===== src/hw/tcm_pkg.sv =====
package tcm_pkg;
	// register byte offsets
	localparam logic [7:0]  OFF_MODE_CTRL   = 8'h00;
	localparam logic [7:0]  OFF_COMPARE     = 8'h04;
	localparam logic [7:0]  OFF_OUT_ENABLES = 8'h08;
	localparam logic [7:0]  OFF_OUT_LEVEL   = 8'h0C;
	localparam logic [7:0]  OFF_CONTROL     = 8'h10;
	localparam logic [7:0]  OFF_STATUS      = 8'h14;
	localparam logic [7:0]  OFF_COUNTER     = 8'h18;
	// mode and output-enable register field positions
	localparam int          POS_START_BEH   = 0;
	localparam int          POS_MODE_LO     = 1;
	localparam int          POS_MODE_HI     = 3;
	localparam int          POS_OE_CH       = 1;
	// reset values
	localparam logic [15:0] RST_MODE_CTRL   = 16'h0000;
	localparam logic [15:0] RST_COMPARE     = 16'h0000;
	localparam logic [15:0] RST_OUT_ENABLES = 16'h0000;
	localparam logic [15:0] RST_COUNTER     = 16'hFFFF;
	// operation mode encodings (mode bits 3..1)
	localparam logic [2:0]  MODE_INTERVAL   = 3'h0;
	localparam logic [2:0]  MODE_CAPTURE    = 3'h2;
	localparam logic [2:0]  MODE_EVENT      = 3'h3;
	localparam logic [2:0]  MODE_ONE_COUNT  = 3'h4;
	localparam logic [2:0]  MODE_CAP_ONE    = 3'h6;
	// pin input synchroniser depth
	localparam int          SYNC_STAGES     = 3;
	typedef enum logic [1:0] {TCM_IDLE, TCM_RUN} tcm_state_e;
endpackage : tcm_pkg


===== src/hw/tcm_channel.sv =====
`timescale 1ns/10ps
module tcm_channel #(
	parameter int CNT_W = 16
) (
	input  wire logic        i_clk,
	input  wire logic        i_rst_n,
	input  wire logic        psel,
	input  wire logic        penable,
	input  wire logic        pwrite,
	input  wire logic [7:0]  paddr,
	input  wire logic [31:0] pwdata,
	output logic [31:0]      prdata,
	output logic             pready,
	output logic             pslverr,
	input  wire logic        i_count_tick,
	input  wire logic        i_timer_in,
	output logic             o_channel_interrupt,
	output logic             o_channel_output
);
	import tcm_pkg::*;

	logic [15:0]      mode_reg;
	logic [CNT_W-1:0] compare_reg;
	logic [15:0]      oe_reg;
	logic             out_reg;
	logic [CNT_W-1:0] cnt_reg;
	logic [CNT_W-1:0] cap_reg;
	logic             irq_reg;
	logic             ovf_reg;
	tcm_state_e       state_reg;
	logic [SYNC_STAGES-1:0] sync_reg;
	logic             in_lvl_reg;

	// bus decode
	wire              wr_acc      = psel & penable & pwrite;
	wire              rd_sel      = psel & ~pwrite;
	wire              hit_mode    = (paddr == OFF_MODE_CTRL);
	wire              hit_cmp     = (paddr == OFF_COMPARE);
	wire              hit_oe      = (paddr == OFF_OUT_ENABLES);
	wire              hit_lvl     = (paddr == OFF_OUT_LEVEL);
	wire              hit_ctl     = (paddr == OFF_CONTROL);
	wire              hit_sts     = (paddr == OFF_STATUS);
	wire              hit_cnt     = (paddr == OFF_COUNTER);
	wire              mapped      = hit_mode | hit_cmp | hit_oe | hit_lvl | hit_ctl
	                                | hit_sts | hit_cnt;
	wire              sw_start    = wr_acc & hit_ctl & pwdata[0];
	wire              sw_stop     = wr_acc & hit_ctl & pwdata[1];
	wire              cap_rd      = psel & penable & rd_sel & hit_sts;

	// mode fields
	wire [2:0]        op_mode     = mode_reg[POS_MODE_HI:POS_MODE_LO];
	wire              start_beh   = mode_reg[POS_START_BEH];
	wire              oe_bit      = oe_reg[POS_OE_CH];
	wire              m_int       = (op_mode == MODE_INTERVAL);
	wire              m_cap       = (op_mode == MODE_CAPTURE);
	wire              m_evt       = (op_mode == MODE_EVENT);
	wire              m_one       = (op_mode == MODE_ONE_COUNT);
	wire              m_cone      = (op_mode == MODE_CAP_ONE);
	wire              counts_up   = m_cap | m_cone;
	wire              running     = (state_reg == TCM_RUN);

	// input edge from the 3-stage synchroniser
	wire              in_agree    = (sync_reg[2] == sync_reg[1]);
	wire              in_new      = in_agree ? sync_reg[1] : in_lvl_reg;
	wire              in_edge     = in_new & ~in_lvl_reg;
	wire              in_fall     = ~in_new & in_lvl_reg;

	// start and retrigger
	wire              hw_trig     = (m_one | m_cone) & in_edge;
	wire              start_req   = sw_start | hw_trig;
	wire              retrig_ok   = m_one & start_beh;
	wire              do_start    = start_req & (~running | retrig_ok);
	wire              start_fresh = do_start & ~running;
	// interrupt and toggle on start only for interval/capture with bit set
	wire              start_evt   = start_fresh & (m_int | m_cap) & start_beh;

	// count step per mode
	wire              tick        = running & (m_evt ? in_edge : i_count_tick);
	wire              at_zero     = (cnt_reg == '0);
	wire              at_max      = (cnt_reg == {CNT_W{1'b1}});
	wire              int_wrap    = tick & m_int & at_zero;
	wire              evt_wrap    = tick & m_evt & at_zero;
	wire              one_end     = tick & m_one & at_zero;
	wire              cap_evt     = running & m_cap & in_edge;
	wire              cone_end    = running & m_cone & in_fall;
	wire              period_evt  = int_wrap | evt_wrap | one_end | cap_evt | cone_end;
	wire              fire        = period_evt | start_evt;
	wire              toggle      = oe_bit & (int_wrap | one_end | start_evt);

	// counter next value
	logic [CNT_W-1:0] cnt_next;
	always_comb begin
		cnt_next = cnt_reg;
		if (do_start)
			cnt_next = counts_up ? '0 : compare_reg;
		else if (int_wrap | evt_wrap)
			cnt_next = compare_reg;
		else if (cap_evt)
			cnt_next = '0;
		else if (tick & ~at_zero & ~counts_up)
			cnt_next = cnt_reg - 1'b1;
		else if (tick & counts_up & ~at_max)
			cnt_next = cnt_reg + 1'b1;
	end

	// run state
	tcm_state_e state_next;
	always_comb begin
		state_next = state_reg;
		unique case (state_reg)
			TCM_IDLE: if (do_start) state_next = TCM_RUN;
			TCM_RUN:  if (sw_stop | ((one_end | cone_end) & ~do_start)) state_next = TCM_IDLE;
		endcase
	end

	// output level: software writes only while disabled
	wire              lvl_wr      = wr_acc & hit_lvl & ~oe_bit;
	wire              out_next    = lvl_wr ? pwdata[0] : (toggle ? ~out_reg : out_reg);

	// registers written by software
	always_ff @(posedge i_clk or negedge i_rst_n) begin
		if (!i_rst_n) begin
			mode_reg    <= RST_MODE_CTRL;
			compare_reg <= CNT_W'(RST_COMPARE);
			oe_reg      <= RST_OUT_ENABLES;
		end else begin
			if (wr_acc & hit_mode) mode_reg <= pwdata[15:0] & 16'h17CF;
			if (wr_acc & hit_cmp) compare_reg <= pwdata[CNT_W-1:0];
			if (wr_acc & hit_oe) oe_reg <= pwdata[15:0] & 16'h00FF;
		end
	end

	// timer state
	always_ff @(posedge i_clk or negedge i_rst_n) begin
		if (!i_rst_n) begin
			cnt_reg   <= CNT_W'(RST_COUNTER);
			state_reg <= TCM_IDLE;
			out_reg   <= 1'b0;
			irq_reg   <= 1'b0;
		end else begin
			cnt_reg   <= cnt_next;
			state_reg <= state_next;
			out_reg   <= out_next;
			irq_reg   <= fire;
		end
	end

	// capture and overflow flag; a new overflow beats the read clear
	always_ff @(posedge i_clk or negedge i_rst_n) begin
		if (!i_rst_n) begin
			cap_reg <= '0;
			ovf_reg <= 1'b0;
		end else begin
			if (cap_evt | cone_end) cap_reg <= cnt_reg;
			if (tick & counts_up & at_max) ovf_reg <= 1'b1;
			else if (cap_rd) ovf_reg <= 1'b0;
		end
	end

	// pin synchroniser
	always_ff @(posedge i_clk or negedge i_rst_n) begin
		if (!i_rst_n) begin
			sync_reg   <= '0;
			in_lvl_reg <= 1'b0;
		end else begin
			sync_reg   <= {sync_reg[SYNC_STAGES-2:0], i_timer_in};
			in_lvl_reg <= in_new;
		end
	end

	// read mux
	logic [31:0] rd_mux;
	always_comb begin
		rd_mux = 32'h0000_0000;
		if (hit_mode) rd_mux = {16'h0000, mode_reg};
		if (hit_cmp) rd_mux = 32'(compare_reg);
		if (hit_oe) rd_mux = {16'h0000, oe_reg};
		if (hit_lvl) rd_mux = {31'h0, out_reg};
		if (hit_sts) rd_mux = {14'h0, ovf_reg, running, 16'(cap_reg)};
		if (hit_cnt) rd_mux = 32'(cnt_reg);
	end

	assign prdata              = rd_mux;
	assign pready              = 1'b1;
	assign pslverr             = psel & penable & ~mapped;
	assign o_channel_interrupt = irq_reg;
	assign o_channel_output    = out_reg;

	// interval interrupt spacing check
	logic [CNT_W:0] gap_cnt;
	always_ff @(posedge i_clk or negedge i_rst_n) begin
		if (!i_rst_n)
			gap_cnt <= '0;
		else if (int_wrap | do_start)
			gap_cnt <= '0;
		else if (tick)
			gap_cnt <= gap_cnt + 1'b1;
	end
endmodule : tcm_channel


===== config.mk =====
export PLATFORM = sky130hd
export DESIGN_NAME = tcm_channel
export DESIGN_NICKNAME = d
export VERILOG_FILES = /design/src/hw/tcm_pkg.sv /design/src/hw/tcm_channel.sv
export SDC_FILE = /design/constraint.sdc
export NUM_CORES = 1
export LEC_CHECK = 0
export ABC_CLOCK_PERIOD_IN_PS = 4250
export BUFFER_PORTS_ARGS = -buffer_cell sky130_fd_sc_hd__buf_4
export CORE_MARGIN = 10
export CORE_UTILIZATION = 56
export CTS_CLUSTER_DIAMETER = 60
export DETAILED_ROUTE_END_ITERATION = 8
export PLACE_DENSITY_LB_ADDON = 0.12
export SLEW_MARGIN = 15
export SYNTH_ARGS = -nofsm -noshare
export SYNTH_HDL_FRONTEND = slang
export SYNTH_SLANG_ARGS = --single-unit

===== constraint.sdc =====
create_clock -name i_clk -period 4.25 [get_ports i_clk]
set_clock_uncertainty 0.1 [all_clocks]
set_input_delay 0.2125 -clock i_clk [delete_from_list [all_inputs] [get_ports i_clk]]
set_output_delay 0.2125 -clock i_clk [all_outputs]
set_load 0.02 [all_outputs]

==> run summary <==
Status: completed
Post-synth top flop: dfrtp_1
Crit Path Max Fanout: 10
Power per Cell Area: 466 nW/um2
Max Slew Vio Count: 0
All-Layer GR Usage: 19.5%
Leak Pwr: 2.52 nW
Area of the multi-input gates: 2520 um2
IO buf count: 51
Die area: 12300 um2
Fin nets: 578
Sequential share of the synthesized area: 40.6%
Vias: 3946
CTS Buf Count: 9
Max Clock Freq: 266 MHz
Ports: 83
Fraction of layout instances using a drive strength above 1: 27.4%
Maximum vdd drop: 225 uV
Starting density of the core: 56.9%
RSZ-0062 raised after global routing: no
Cells after DPL: 598
Vias in the first global route: 3982
Initial antenna violation count: 0
Largest net degree at the start of global routing: 75
Count of final setup violators: 0
Die W: 111 um
Worst Setup Start Kind: register
Mapped Area: 4610 um2
Crit path cell chain: and3b_2 -> mux2i_1 -> or3_4 -> inv_1 -> buf_4 -> ha_1 -> o21a_1 -> o2111a_1 -> o31ai_1 -> a2111oi_0 -> nor3_1 -> nand3b_1 -> a211oi_1
Area leader, netlist: dfrtp_1
Post-synth cell types: 63
Slowest cell on the critical path: a2111oi_0
Routed WL: 12300 um
Max stage delay on crit path: 580 ps
Final-report hold violation count: 0
Share of Yosys cell area claimed by the top area cell type: 31.5%
YS warnings: 0
Global placer's final weighted congestion: 0.820
Commonest cells post-synth: 58 x dfrtp_1, 49 x mux2_2, 34 x nor2_1
Count leader, synth: dfrtp_1
Post-synth EDFFs: 0
Core area: 8090 um2
Tot Pwr: 2.47 mW
Final Non-Filler Cells: 626
Std-Cell Rows: 33
Critical Path Sink Type: register
Rel. slew slack: 38.4%
DR pass1 iterations: 6
CP arrival: 3940 ps
H-tree Lvls: 3
WHS: 13.3 ps
FILL cells: 669
Post-CTS resize count: 0
Clock Latency Late Sink: 360 ps
Mapped Cells: 464
Clock net sink count: 74
Setup TNS Final: 0 ps
Tmin final: 3760 ps
WL per Instance: 19.7 um
Max-cap violations: 0
Synth Register Bits: 74
HP Class: in2reg
Diode count: 0
Worst Tran Pin Value: 925 ps
TritonCTS clock tree: done
Worst endpoint required time: 4430 ps
DP HPWL: 8950 um
Clock Tree Root: clkbuf_8
CTS max path bufs: 2
Initial DRC count: 384
Register area: 1870 um2
Fin crit share: 88.6%
Crit Path Category: reg2reg
Grt total ovfl: 0
Largest cells by area after synthesis: dfrtp_1 32%, mux2_2 12%, dfstp_2 9.1%, ha_1 3.8%, nor2_1 2.8%
CTS clk-pin slew, worst paths: 90 ps
Die height: 111 um
Syn Area/Cell: 9.93 um2
First-pass GRT wire length: 20200 um
Post-synth ARST share: 100%
Routed vias/inst: 6.30
Antenna Nets Post-Route: 0
Synth-to-layout area growth: 14.9%
Remaining DRCs: 0
==> worst paths after layout <==
path	cells past startpoint	slack, ps	endpoint	startpoint
setup / recovery	13	490	cnt_reg[14]	mode_reg[1]
hold / removal	2	10	mode_reg[2]	pwdata[2]
setup reg to reg	13	490	cnt_reg[14]	mode_reg[1]
hold reg to reg	0	260	sync_reg[1]	sync_reg[0]
max in group asynchronous	2	3010	oe_reg[2]	i_rst_n
min in group asynchronous	2	420	compare_reg[15]	i_rst_n
==> routing by layer <==
metal  part of all wire (%)  GRT usage [%]
met4                    1.6           5.82
met1                     44           26.3
met5                      0              0
met3                    8.3           4.60
met2                     46           30.3
==> power by group <==
group / total, mW / leakage [nW] / internal, mW / switching [mW]
Combinational: 0.843 / 1.45 / 0.399 / 0.444
Sequential: 1.04 / 0.962 / 0.858 / 0.182
Clock: 0.585 / 0.103 / 0.283 / 0.302
==> what timing repair did <==
action                    CTS  global route
setup buffers               0             0
hold buffers               12             0
hold endpoints to repair   75             0
==> kinds of logic (layout without fill, tap and decap cells) <==
kind of cell    after synthesis  count (layout)  share of synthesized area, %
buf+inv                      47              91                          5.68
fa+ha+maj                    16              16                          4.45
mux                          53              53                          12.8
flops                        74              74                          40.6
simple gates                149             149                          16.9
other cells                   2              15                         0.163
xor+xnor                      8               8                          1.52
compound gates              115             115                          17.8
==> per-stage QoR <==
step / area [um2] / utilization (%) / setup WS (ps)
2_1_floorplan: 4660 / - / 847
4_1_cts: 5290 / 65.4 / 472
3_3_place_gp: 4960 / 61.3 / 541
6_report: 5290 / 65.4 / 486
5_1_grt: 5290 / 65.4 / 112
3_5_place_dp: 4960 / 61.3 / 501
==> layout by cell type, fill, tap and decap left out, types with 4 or more instances in the layout <==
cell and instances:
a22oi_1 10, a222oi_1 11, a31oi_1 8, a211oi_1 9, nand3_1 6, dlygate4sd3_1 12, nand3b_1 4, nand2b_1 8
a221oi_1 5, nor4_1 10, nand2_1 33, dfstp_2 16, and2_1 8, nor3_1 17, o21bai_1 4, mux2i_1 4
a21oi_1 19, xnor2_1 6, nand4_1 6, nor2_1 34, conb_1 15, ha_1 14, o21ai_0 16, clkbuf_8 9
a21o_1 8, inv_1 9, and3_1 6, dfrtp_1 58, buf_4 54, mux2_2 49
==> critical path: cells and delay by family (launching register included) <==
kind	cells	cell delay, ps
AOI/OAI and AO/OA	5	1340
and+or+nand+nor	4	1000
DFF	1	480
buffers and inverters	2	370
adders and majority gates	1	240
muxes	1	160
==> layout make-up <==
type | instances | share of cell area (%)
well taps | 105 | 2.48
inverters | 9 | 0.638
multi-input cells | 356 | 47.7
clock buffers | 9 | 2.34
repair buffers | 66 | 9.93
flip-flops and latches | 74 | 35.4
clock inverters | 7 | 1.58
Power figures use the tool's default switching activity.
